**config.mk**
```make
export PLATFORM = sky130hd
export DESIGN_NAME = timer16_normal_mode_regs
export DESIGN_NICKNAME = d
export VERILOG_FILES = /design/src/timer16_pkg.sv /design/src/match_channel.sv /design/src/timer16_normal_mode_regs.sv
export SDC_FILE = /design/constraint.sdc
export NUM_CORES = 1
export LEC_CHECK = 0
export BUFFER_PORTS_ARGS = -buffer_cell sky130_fd_sc_hd__buf_2
export CORE_MARGIN = 8
export CORE_UTILIZATION = 38
export DETAILED_ROUTE_END_ITERATION = 10
export HOLD_SLACK_MARGIN = 0.03
export PLACE_DENSITY = 0.59
export SYNTH_ARGS = -nofsm -noshare
export SYNTH_HDL_FRONTEND = slang
export SYNTH_SLANG_ARGS = --single-unit
```
**constraint.sdc**
```tcl
create_clock -name sys_clk -period 5.7 [get_ports sys_clk]
set_input_delay 0.855 -clock sys_clk [delete_from_list [all_inputs] [get_ports sys_clk]]
set_output_delay 0.855 -clock sys_clk [all_outputs]
set_load 0.05 [all_outputs]
```
**src/timer16_pkg.sv**
```systemverilog
// Shared constants and carrier types for the 16-bit timer register block
package timer16_pkg;

  // ----------------------------------------------------------------
  // Widths
  // ----------------------------------------------------------------
  localparam int ADDR_W = 8;
  localparam int DATA_W = 8;
  localparam int CNT_W = 16;
  localparam int NUM_CH = 3;

  // ----------------------------------------------------------------
  // Byte offsets of the register map
  // ----------------------------------------------------------------
  localparam logic [7:0] OFS_IRQ_ENABLES = 8'h0A;
  localparam logic [7:0] OFS_IRQ_FLAGS = 8'h0B;
  localparam logic [7:0] OFS_DEBUG = 8'h0E;
  localparam logic [7:0] OFS_STAGE = 8'h0F;
  localparam logic [7:0] OFS_COUNTER = 8'h20;
  localparam logic [7:0] OFS_TOP = 8'h26;
  localparam logic [7:0] OFS_MATCH_BASE = 8'h28;
  localparam logic [7:0] OFS_TOP_BUF = 8'h36;
  localparam logic [7:0] OFS_MATCH_BUF_BASE = 8'h38;
  localparam logic [7:0] WORD_STRIDE = 8'h02;
  localparam logic [7:0] HIGH_BYTE_OFS = 8'h01;

  // ----------------------------------------------------------------
  // Field positions and masks
  // ----------------------------------------------------------------
  localparam int BIT_WRAP = 0;
  localparam int BIT_MATCH_BASE = 4;
  localparam int BIT_RUN_HALTED = 0;
  localparam logic [7:0] IRQ_MASK = 8'h71;
  localparam logic [7:0] DEBUG_MASK = 8'h01;

  // ----------------------------------------------------------------
  // Reset values
  // ----------------------------------------------------------------
  localparam logic [15:0] RST_COUNTER = 16'h0000;
  localparam logic [15:0] RST_TOP = 16'hFFFF;
  localparam logic [15:0] RST_MATCH = 16'h0000;
  localparam logic [7:0] RST_BYTE = 8'h00;

  // ----------------------------------------------------------------
  // Carrier types
  // ----------------------------------------------------------------
  // One register access from the CPU or the debug port
  typedef struct packed {
    logic wr;
    logic rd;
    logic [7:0] addr;
    logic [7:0] wdata;
  } reg_req_t;

  // Controls coming from the counting engine and control registers
  typedef struct packed {
    logic tick;
    logic down;
    logic wrap_at_bottom;
    logic force_update;
    logic hold_buffer_transfer;
  } engine_in_t;

endpackage
```
**src/match_channel.sv**
```systemverilog
// One compare channel: working value, buffer, buffer-valid bit and match
`timescale 1ns/1ps
module match_channel
  import timer16_pkg::*;
#(
  parameter int W = 16
) (
  // Clock and reset
  input wire logic sys_clk,
  input wire logic rst,
  // Counter to compare against
  input wire logic [W-1:0] counter_value,
  // Committed 16-bit writes
  input wire logic cmp_wr,
  input wire logic buf_wr,
  input wire logic [W-1:0] wr_data,
  // Update condition with transfers allowed
  input wire logic transfer,
  // State out
  output logic [W-1:0] match_value,
  output logic [W-1:0] match_value_buffer,
  output logic match_buffer_valid,
  output logic match_hit
);

  // ----------------------------------------------------------------
  // Working compare register
  // ----------------------------------------------------------------
  // Software write first, else copy from buffer on transfer
  always_ff @(posedge sys_clk or posedge rst) begin
    if (rst) begin
      match_value <= RST_MATCH;
    end else if (cmp_wr) begin
      match_value <= wr_data;
    end else if (transfer) begin
      match_value <= match_value_buffer;
    end
  end

  // Buffer register, written only by software
  always_ff @(posedge sys_clk or posedge rst) begin
    if (rst) begin
      match_value_buffer <= RST_MATCH;
    end else if (buf_wr) begin
      match_value_buffer <= wr_data;
    end
  end

  // Valid bit: a write sets it, a transfer clears it, set wins
  always_ff @(posedge sys_clk or posedge rst) begin
    if (rst) begin
      match_buffer_valid <= 1'b0;
    end else if (buf_wr) begin
      match_buffer_valid <= 1'b1;
    end else if (transfer) begin
      match_buffer_valid <= 1'b0;
    end
  end

  // Continuous equality against the counter
  assign match_hit = (counter_value == match_value);
endmodule // match_channel

```
**src/timer16_normal_mode_regs.sv**
```systemverilog
// Register file, counter and flags of a 16-bit timer in normal mode
`timescale 1ns/1ps
module timer16_normal_mode_regs
  import timer16_pkg::*;
#(
  parameter int W = 16
) (
  // Clock and reset
  input wire logic sys_clk,
  input wire logic rst,
  // Register access port
  input wire reg_req_t req,
  output logic [7:0] rdata,
  // Counting engine controls
  input wire engine_in_t engine,
  input wire logic cpu_halted,
  // Timer state out
  output logic [W-1:0] counter_value,
  output logic [NUM_CH-1:0] match_hit,
  output logic top_buffer_valid,
  output logic [NUM_CH-1:0] match_buffer_valid,
  output logic irq
);

  // ----------------------------------------------------------------
  // Address helpers
  // ----------------------------------------------------------------
  // Hit on a 16-bit pair: bit 1 high byte, bit 0 low byte
  function automatic logic [1:0] word_hit(input logic [7:0] a, input logic [7:0] base);
    word_hit = {a == (base + HIGH_BYTE_OFS), a == base};
  endfunction
  // Base offset of channel n in a strided array
  function automatic logic [7:0] chan_ofs(input logic [7:0] base, input int n);
    chan_ofs = base + 8'(n) * WORD_STRIDE;
  endfunction
  // ----------------------------------------------------------------
  // State
  // ----------------------------------------------------------------
  logic [7:0] irq_enables_q; // Interrupt enables
  logic [7:0] irq_flags_q; // Sticky flags
  logic [7:0] debug_behaviour_q; // Run-while-halted control
  logic [7:0] byte_stage_q; // Shared staging byte
  logic [W-1:0] top_value_q; // Period
  logic [W-1:0] top_value_buffer_q; // Period buffer
  logic top_buffer_valid_q; // Period buffer valid
  logic [W-1:0] match_value [NUM_CH]; // Working compare values
  logic [W-1:0] match_value_buffer [NUM_CH]; // Compare buffers
  // ----------------------------------------------------------------
  // Address decode
  // ----------------------------------------------------------------
  logic [1:0] hit_cnt; // Counter pair
  logic [1:0] hit_top; // Top pair
  logic [1:0] hit_top_buf; // Top buffer pair
  logic [1:0] hit_cmp [NUM_CH]; // Match pairs
  logic [1:0] hit_buf [NUM_CH]; // Match buffer pairs
  // Per-pair hit vectors
  always_comb begin
    hit_cnt = word_hit(req.addr, OFS_COUNTER);
    hit_top = word_hit(req.addr, OFS_TOP);
    hit_top_buf = word_hit(req.addr, OFS_TOP_BUF);
    for (int n = 0; n < NUM_CH; n++) begin
      hit_cmp[n] = word_hit(req.addr, chan_ofs(OFS_MATCH_BASE, n));
      hit_buf[n] = word_hit(req.addr, chan_ofs(OFS_MATCH_BUF_BASE, n));
    end
  end
  logic is_byte; // Address names an 8-bit register
  logic [7:0] byte_val; // Its value
  logic is_word; // Address names one half of a pair
  logic is_high; // The high half
  logic [W-1:0] word_val; // Whole value of the pair
  // Read mux for every mapped address
  always_comb begin
    is_byte = 1'b0;
    byte_val = RST_BYTE;
    is_word = 1'b0;
    is_high = 1'b0;
    word_val = '0;
    if (req.addr == OFS_IRQ_ENABLES) begin
      is_byte = 1'b1;
      byte_val = irq_enables_q;
    end else if (req.addr == OFS_IRQ_FLAGS) begin
      is_byte = 1'b1;
      byte_val = irq_flags_q;
    end else if (req.addr == OFS_DEBUG) begin
      is_byte = 1'b1;
      byte_val = debug_behaviour_q;
    end else if (req.addr == OFS_STAGE) begin
      is_byte = 1'b1;
      byte_val = byte_stage_q;
    end else if (|hit_cnt) begin
      is_word = 1'b1;
      is_high = hit_cnt[1];
      word_val = counter_value;
    end else if (|hit_top) begin
      is_word = 1'b1;
      is_high = hit_top[1];
      word_val = top_value_q;
    end else if (|hit_top_buf) begin
      is_word = 1'b1;
      is_high = hit_top_buf[1];
      word_val = top_value_buffer_q;
    end else begin
      // Channel pairs, unmapped addresses fall through as zero
      for (int n = 0; n < NUM_CH; n++) begin
        if (|hit_cmp[n]) begin
          is_word = 1'b1;
          is_high = hit_cmp[n][1];
          word_val = match_value[n];
        end
        if (|hit_buf[n]) begin
          is_word = 1'b1;
          is_high = hit_buf[n][1];
          word_val = match_value_buffer[n];
        end
      end
    end
  end
  // ----------------------------------------------------------------
  // Write strobes
  // ----------------------------------------------------------------
  logic [W-1:0] commit_data; // High byte joined with staged low byte
  logic wr_cnt; // Counter commit
  logic wr_top; // Top commit
  logic wr_top_buf; // Top buffer commit
  logic [NUM_CH-1:0] wr_cmp; // Match commits
  logic [NUM_CH-1:0] wr_buf; // Match buffer commits
  logic [7:0] clr_bits; // Write-one-to-clear mask
  assign commit_data = {req.wdata, byte_stage_q};
  assign wr_cnt = req.wr && hit_cnt[1];
  assign wr_top = req.wr && hit_top[1];
  assign wr_top_buf = req.wr && hit_top_buf[1];
  assign clr_bits = (req.wr && req.addr == OFS_IRQ_FLAGS) ? (req.wdata & IRQ_MASK) : 8'h00;
  // Commit strobes per channel
  always_comb begin
    for (int n = 0; n < NUM_CH; n++) begin
      wr_cmp[n] = req.wr && hit_cmp[n][1];
      wr_buf[n] = req.wr && hit_buf[n][1];
    end
  end
  // ----------------------------------------------------------------
  // Counting and update condition
  // ----------------------------------------------------------------
  logic run_ok; // Counter may advance and take events
  logic step; // Tick that is honoured
  logic top_hit; // Counting up, at TOP
  logic bottom_hit; // Counting down, at BOTTOM
  logic wrap_event; // Chosen wrap condition
  logic update_cond; // Buffer update condition
  logic transfer; // Update with transfers allowed
  assign run_ok = !cpu_halted || debug_behaviour_q[BIT_RUN_HALTED];
  assign step = run_ok && engine.tick;
  assign top_hit = step && !engine.down && (counter_value == top_value_q);
  assign bottom_hit = step && engine.down && (counter_value == RST_COUNTER);
  assign wrap_event = engine.wrap_at_bottom ? bottom_hit : top_hit;
  assign update_cond = top_hit || bottom_hit || engine.force_update;
  assign transfer = update_cond && !engine.hold_buffer_transfer;
  // Counter: software write first, then one step per tick
  always_ff @(posedge sys_clk or posedge rst) begin
    if (rst) begin
      counter_value <= RST_COUNTER;
    end else if (wr_cnt) begin
      counter_value <= commit_data;
    end else if (top_hit) begin
      counter_value <= RST_COUNTER;
    end else if (bottom_hit) begin
      counter_value <= top_value_q;
    end else if (step) begin
      counter_value <= engine.down ? counter_value - 1'b1 : counter_value + 1'b1;
    end
  end

  // ----------------------------------------------------------------
  // Period and its buffer
  // ----------------------------------------------------------------
  // Top value: software write, else load from buffer on transfer
  always_ff @(posedge sys_clk or posedge rst) begin
    if (rst) begin
      top_value_q <= RST_TOP;
    end else if (wr_top) begin
      top_value_q <= commit_data;
    end else if (transfer) begin
      top_value_q <= top_value_buffer_q;
    end
  end

  // Top buffer holds software writes only
  always_ff @(posedge sys_clk or posedge rst) begin
    if (rst) begin
      top_value_buffer_q <= RST_TOP;
    end else if (wr_top_buf) begin
      top_value_buffer_q <= commit_data;
    end
  end
  // Top buffer valid: set by a write, cleared by a transfer, set wins
  always_ff @(posedge sys_clk or posedge rst) begin
    if (rst) begin
      top_buffer_valid_q <= 1'b0;
    end else if (wr_top_buf) begin
      top_buffer_valid_q <= 1'b1;
    end else if (transfer) begin
      top_buffer_valid_q <= 1'b0;
    end
  end
  assign top_buffer_valid = top_buffer_valid_q;
  // ----------------------------------------------------------------
  // Compare channels
  // ----------------------------------------------------------------
  for (genvar g = 0; g < NUM_CH; g++) begin : g_ch
    match_channel #(.W(W)) u_ch (
      .sys_clk(sys_clk),
      .rst(rst),
      .counter_value(counter_value),
      .cmp_wr(wr_cmp[g]),
      .buf_wr(wr_buf[g]),
      .wr_data(commit_data),
      .transfer(transfer),
      .match_value(match_value[g]),
      .match_value_buffer(match_value_buffer[g]),
      .match_buffer_valid(match_buffer_valid[g]),
      .match_hit(match_hit[g])
    );
  end
  // ----------------------------------------------------------------
  // Control and status bytes
  // ----------------------------------------------------------------
  // Interrupt enables, unused bits read zero
  always_ff @(posedge sys_clk or posedge rst) begin
    if (rst) begin
      irq_enables_q <= RST_BYTE;
    end else if (req.wr && req.addr == OFS_IRQ_ENABLES) begin
      irq_enables_q <= req.wdata & IRQ_MASK;
    end
  end
  logic [7:0] set_bits; // Hardware events this cycle
  // Event vector in flag layout
  assign set_bits = (8'(match_hit) << BIT_MATCH_BASE) | (8'(wrap_event) << BIT_WRAP);
  // Sticky flags, hardware set beats software clear
  always_ff @(posedge sys_clk or posedge rst) begin
    if (rst) begin
      irq_flags_q <= RST_BYTE;
    end else begin
      irq_flags_q <= (irq_flags_q & ~clr_bits) | set_bits;
    end
  end

  // Debug behaviour byte
  always_ff @(posedge sys_clk or posedge rst) begin
    if (rst) begin
      debug_behaviour_q <= RST_BYTE;
    end else if (req.wr && req.addr == OFS_DEBUG) begin
      debug_behaviour_q <= req.wdata & DEBUG_MASK;
    end
  end
  // Staging byte: direct writes, low-byte writes, low-byte reads
  always_ff @(posedge sys_clk or posedge rst) begin
    if (rst) begin
      byte_stage_q <= RST_BYTE;
    end else if (req.wr && (req.addr == OFS_STAGE || (is_word && !is_high))) begin
      byte_stage_q <= req.wdata;
    end else if (req.rd && is_word && !is_high) begin
      byte_stage_q <= word_val[15:8];
    end
  end
  // Read data, registered; high half returns the staged byte
  always_ff @(posedge sys_clk or posedge rst) begin
    if (rst) begin
      rdata <= RST_BYTE;
    end else if (req.rd) begin
      if (is_byte) begin
        rdata <= byte_val;
      end else if (is_word) begin
        rdata <= is_high ? byte_stage_q : word_val[7:0];
      end else begin
        rdata <= RST_BYTE;
      end
    end
  end
  // Interrupt request from enabled flags
  assign irq = |(irq_flags_q & irq_enables_q);
endmodule // timer16_normal_mode_regs

```
Word level (Yosys, flattened, before mapping)
Cells that the tools add are included.
- register bits: 177
- bits of input ports: 26
- output and inout bits: 32
- word-level logic and storage cells: 174
- $add $sub $neg: 2
- equality and inequality tests: 26
- muxes and demuxes: 72
- bitwise logic cells: 5
- reduce and logical (&&, ||, !) cells: 51
- operator list (kind ; count):
    16-bit 2-to-1 mux ; 26
    8-bit by 6-bit == test with 1-bit output (second input constant) ; 18
    8-bit 2-to-1 mux ; 9
    16-bit == test ; 4
    1-bit 2-to-1 mux ; 36
    8-bit by 4-bit == test with 1-bit output (second input constant) ; 4
    1-bit logical AND ; 22
    2-bit nonzero test ; 9
    2-bit OR reduction ; 9
    16-bit by 1-bit adder with 16-bit output (second input constant) ; 1
    16-bit zero test ; 1
    16-bit by 1-bit subtractor with 16-bit output (second input constant) ; 1
    8-bit by 7-bit AND with 8-bit output ; 1
    8-bit AND ; 1
    7-bit inverter with 8-bit output ; 1
    8-bit by 7-bit bitwise OR with 8-bit output ; 1
    8-bit OR reduction ; 1
    7-bit 2-to-1 mux ; 1
    7-bit by 1-bit bitwise OR with 7-bit output ; 1
    1-bit zero test ; 4
    1-bit logical OR ; 4
    4-bit nonzero test ; 1

Logic depth before layout (Yosys ltp)
- depth after elaboration: 20
- mapped depth: 10
- mapped depth without buffers: 9

Cells and area by module
A second synthesis with hierarchy kept.
- cell total of the unflattened synthesis: 1084
- area, all modules: 10974.3 sq um
- by module, submodules not included (module ; instances ; cells an instance ; area each (sq um)):
    timer16_normal_mode_regs ; 1 ; 700 ; 6177.2
    match_channel ; 3 ; 128 ; 1599.0

Worst setup path before layout
OpenSTA, ideal clock, no wires.
- kind: input to register
- from: in req[15] (netlist bit)
- to: reg g_ch[2].u_ch.match_value_buffer[0]
- setup time: 0.128 ns
- arrival: 2.697 ns
- data required time: 5.572 ns
- setup slack: 2.876 ns
- stages: 6
- cell sequence: or3b_1 > clkbuf_1 > or3_1 > nor2_2 > buf_2 > mux2_1
- cells in the longest elaborated chain, start to end: 2
- RTL lines (what ; RTL line ; text):
    start: declaration ; timer16_normal_mode_regs.sv:12 ; input wire reg_req_t req,
    8-bit by 6-bit == test with 1-bit output ; timer16_normal_mode_regs.sv:30 ; word_hit = {a == (base + HIGH_BYTE_OFS), a == base};
    1-bit logical AND ; timer16_normal_mode_regs.sv:137 ; wr_buf[n] = req.wr && hit_buf[n][1];
    end signal: assignment ; match_channel.sv:45 ; match_value_buffer <= wr_data;
    end: declaration ; match_channel.sv:21 ; output logic [W-1:0] match_value_buffer,
Every way passes these cells.
A chain may end at the register's enable or synchronous reset.

Final worst setup path
- from: reg counter_value[11]
- to: out match_hit[0]
- cells in the longest elaborated chain, start to end: 1
- RTL lines (what ; RTL line ; text):
    start: declaration ; timer16_normal_mode_regs.sv:18 ; output logic [W-1:0] counter_value,
    start signal: assignment ; timer16_normal_mode_regs.sv:162 ; counter_value <= commit_data;
    start signal: assignment ; timer16_normal_mode_regs.sv:166 ; counter_value <= top_value_q;
    start signal: assignment ; timer16_normal_mode_regs.sv:168 ; counter_value <= engine.down ? counter_value - 1'b1 : counter_value + 1'b1;
    16-bit == test ; match_channel.sv:61 ; assign match_hit = (counter_value == match_value);
    end: declaration ; timer16_normal_mode_regs.sv:19 ; output logic [NUM_CH-1:0] match_hit,
Every way passes these cells.

==> run summary <==
status - completed
Std-Cell Rows - 61
Req. time, crit path - 4.85 ns
DRC Markers - 0
number of enable flip-flop cells after synthesis - 0
Syn Inst Count - 1,159
Switching Power - 1.77 mW
post-cts hold buffer count - 0
HPWL after detailed placement - 26,300 um
Arr. time, crit path - 2.92 ns
Top Family by Delay on Critical Path - simple AND/OR/NAND/NOR gates
top_reg_cell synth - dfrtp_1
final max-slew violation count - 0
Worst R2R Path Depth - 7
grt total ovfl - 0
fin area - 0.0119 mm^2
crit-path max cell delay - 0.86 ns
CP endpoint kind - output port
Max Cap Viol - 0
initial core utilization - 38.7%
Internal Pwr Total - 2.57 mW
clk_skew - 0.00871 ns
Synth area leaders - dfrtp_1 33%, dfstp_2 7.8%, mux2i_1 7.7%, mux2_1 6.4%, xnor2_1 5.1%
Post-Syn Nets - 1,200
diode count - 0
Routability Congestion - 0.911
largest net degree at the start of global routing - 133
Tightest Pin Transition - 1.21 ns
clk_lat worst skew - 0.44 ns
buffers and inverters on the worst path - 1
Placeable Area - 0.0279 mm^2
die area - 0.0341 mm^2
Synth Area per Inst - 9.33 um^2
Layout area overhead - 9.64%
VDD IR max - 0.000172 V
GRT Overall Usage - 21.9%
CTS root buf - clkbuf_16
part of the power in registers - 40.8%
Layout Cells excl Fill - 1,541
Place WS - 1.84 ns
CTS resizes - 0
critical-path maximum fanout - 9
headroom to the max-slew limit - 19.0%
IO Port Bufs - 57
critical path class - reg2out
Cells after DPL - 1,509
post-route setup TNS - 0 ns
via count - 9,137
PD cells - 366 mW/mm^2
fmax - 265 MHz
period utilisation layout - 66.2%
top cell type's share of synthesized area - 32.6%
Seq cells post-synth - 173
vias in the first global route - 8,989
Avg WL per Cell - 23.9 um
clock slew at reported path FFs - 0.07 ns
Final ANT Viol Nets - 0
register area share after synthesis - 40.4%
RSZ-0062 raised after global routing - false
setup bufs post-CTS - 0
first-pass GRT wire length - 56,400 um
Clock Power Share - 27.4%
largest area contributor in the netlist - dfrtp_1
post-layout minimum cycle time - 3.77 ns
Ports - 58
Core Util, Final - 42.4%
ys async rst share - 100%
startpoint type of the worst setup path - register
Worst Hold Path Cells - 1
Final setup viols - 0
crit path max-delay cell type - nor4_1
share of cells above drive strength 1 - 13.7%
Mapped Area - 0.0108 mm^2
nets - 1,191
H-tree depth - 4
TritonCTS sink count - 173
die width - 185 um
Detailed Route WL - 36,800 um
leakage dissipation - 5.34 nW
YS warnings - 0
DP Area - 0.0113 mm^2
Logic pwr share - 31.7%
CTS tree - built
DR vias/cell - 5.93
Clock Tree Buf Depth - 2
Pre-Repair DR Iteration Count - 5
initial DRC count - 1,046
switching share of power - 40.9%
final hold violations - 0
Die Span Y - 185 um
Hold Path Class - reg2reg
worst setup margin - 1.93 ns
CP Cell Sequence - xnor2_1, nand4_1, nor4_1, buf_2
post-synth cell types - 67
initial antenna violation count - 1
Worst path depth - 4
TritonCTS buffer count - 17
==> sequential cells by signal, indices dropped and copies added (netlist names) <==
name / flops
g_ch.u_ch.match_value: 48
irq_flags_q: 4
irq_enables_q: 4
rdata: 8
debug_behaviour_q: 1
g_ch.u_ch.match_value_buffer: 48
counter_value: 16
top_buffer_valid: 1
top_value_buffer_q: 16
top_value_q: 16
byte_stage_q: 8
g_ch.u_ch.match_buffer_valid: 3
==> power by group through the flow <==
| stage | clock (mW) | combinational, mW | sequential, mW |
|---|---|---|---|
| floorplan | 0 | 1.04 | 1.65 |
| global placement | 0 | 1.36 | 1.78 |
| detailed placement | 0 | 1.37 | 1.78 |
| CTS | 1.21 | 1.37 | 1.76 |
| global route | 1.26 | 1.51 | 1.79 |
| finish | 1.19 | 1.38 | 1.77 |
==> layout make-up <==
class	count	area, um^2
Clock buffer	22	495
Clock inverter	10	97.6
Fill cell	2801	16100
Inverter	14	60.1
Multi-Input combinational cell	873	5970
Sequential cell	173	4370
Tap cell	378	473
Timing Repair Buffer	71	390
==> layout by cell type (no fill, tap or decap), types with 9 or more instances in the layout <==
master and n:
a22oi_1 19, clkbuf_16 18, buf_4 14, nor2_1 85
dfrtp_1 141, o22ai_1 26, a21o_1 12, inv_1 12
dfstp_2 32, nand3_1 11, mux2_2 10, a211oi_1 15
mux2_1 61, o21ai_1 55, nand2_1 107, nor4_1 10
nor2b_1 12, xor2_1 10, xnor2_1 63, o21ai_0 45
nand4_1 20, buf_2 57, a221oi_1 9, ha_1 14
mux2i_1 83, a21oi_1 76, nor3_1 23
==> path summary, 6_finish.rpt <==
check | start | to | slack [ns]
worst max-delay path | counter_value[11] | match_hit[0] | 1.93
max in group asynchronous | rst | top_value_buffer_q[6] | 3.96
worst min-delay path | top_buffer_valid | top_buffer_valid | 0.48
worst min register to register | top_buffer_valid | top_buffer_valid | 0.48
worst max register to register | debug_behaviour_q[0] | g_ch[2].u_ch.match_value[6] | 2.40
min in group asynchronous | rst | g_ch[1].u_ch.match_value_buffer[8] | 0.61
==> per-stage QoR <==
| stage | hold WS (ns) | total power [mW] |
|---|---|---|
| 3_5_place_dp | 0.467 | 3.15 |
| 6_report | 0.478 | 4.34 |
| 5_1_grt | 0.507 | 4.56 |
| 4_1_cts | 0.482 | 4.34 |
| 2_1_floorplan | 0.448 | 2.69 |
| 3_3_place_gp | 0.458 | 3.14 |
==> synth_stat cells, types with 5 or more instances <==
library cell	number
nor3_1	23
xor2_1	10
a22oi_1	19
a211oi_1	15
and3_1	7
ha_1	14
nor4_1	11
o22a_1	5
and2_1	7
buf_2	22
nand2_1	107
mux2_1	61
o21ai_0	45
dfstp_2	32
inv_1	13
a22o_1	5
or3_1	8
nand3_1	11
o21a_1	6
dfrtp_1	141
nor2_1	88
nor2b_1	12
o211ai_1	8
o21ai_1	55
nand4_1	20
o22ai_1	26
a21o_1	12
a21oi_1	76
xnor2_1	63
buf_4	6
clkbuf_1	66
mux2_2	10
mux2i_1	83
a221oi_1	9
==> cell families (layout without fill, tap and decap cells) <==
group	after synthesis	in the layout	share of synthesized area (%)
compound gates	314	314	18.0
simple gates	314	314	13.6
flops	173	173	40.4
mux	157	157	15.7
buf+inv	113	117	4.59
xor+xnor	73	73	5.91
fa+ha+maj	15	15	1.81
==> worst register-to-register path, delay by kind of cell, from the launching register on <==
family / cells / cell delay (ns)
buffers and inverters: 1 / 0.66
AND/OR/NAND/NOR: 2 / 0.39
flip-flops: 1 / 0.47
AO/OA/AOI/OAI: 3 / 1.30
multiplexers: 1 / 0.35
==> layer usage <==
| metal | track usage (%) | vias to the layer above | share of wire (%) |
|---|---|---|---|
| met2 | 35.1 | 411 | 46 |
| met1 | 29.4 | 4478 | 44 |
| met5 | 0 | - | 0 |
| li1 | - | 4176 | - |
| met4 | 7.65 | 0 | 2.9 |
| met3 | 3.58 | 72 | 7.6 |
Note: power is estimated with default switching activity, not from simulation.
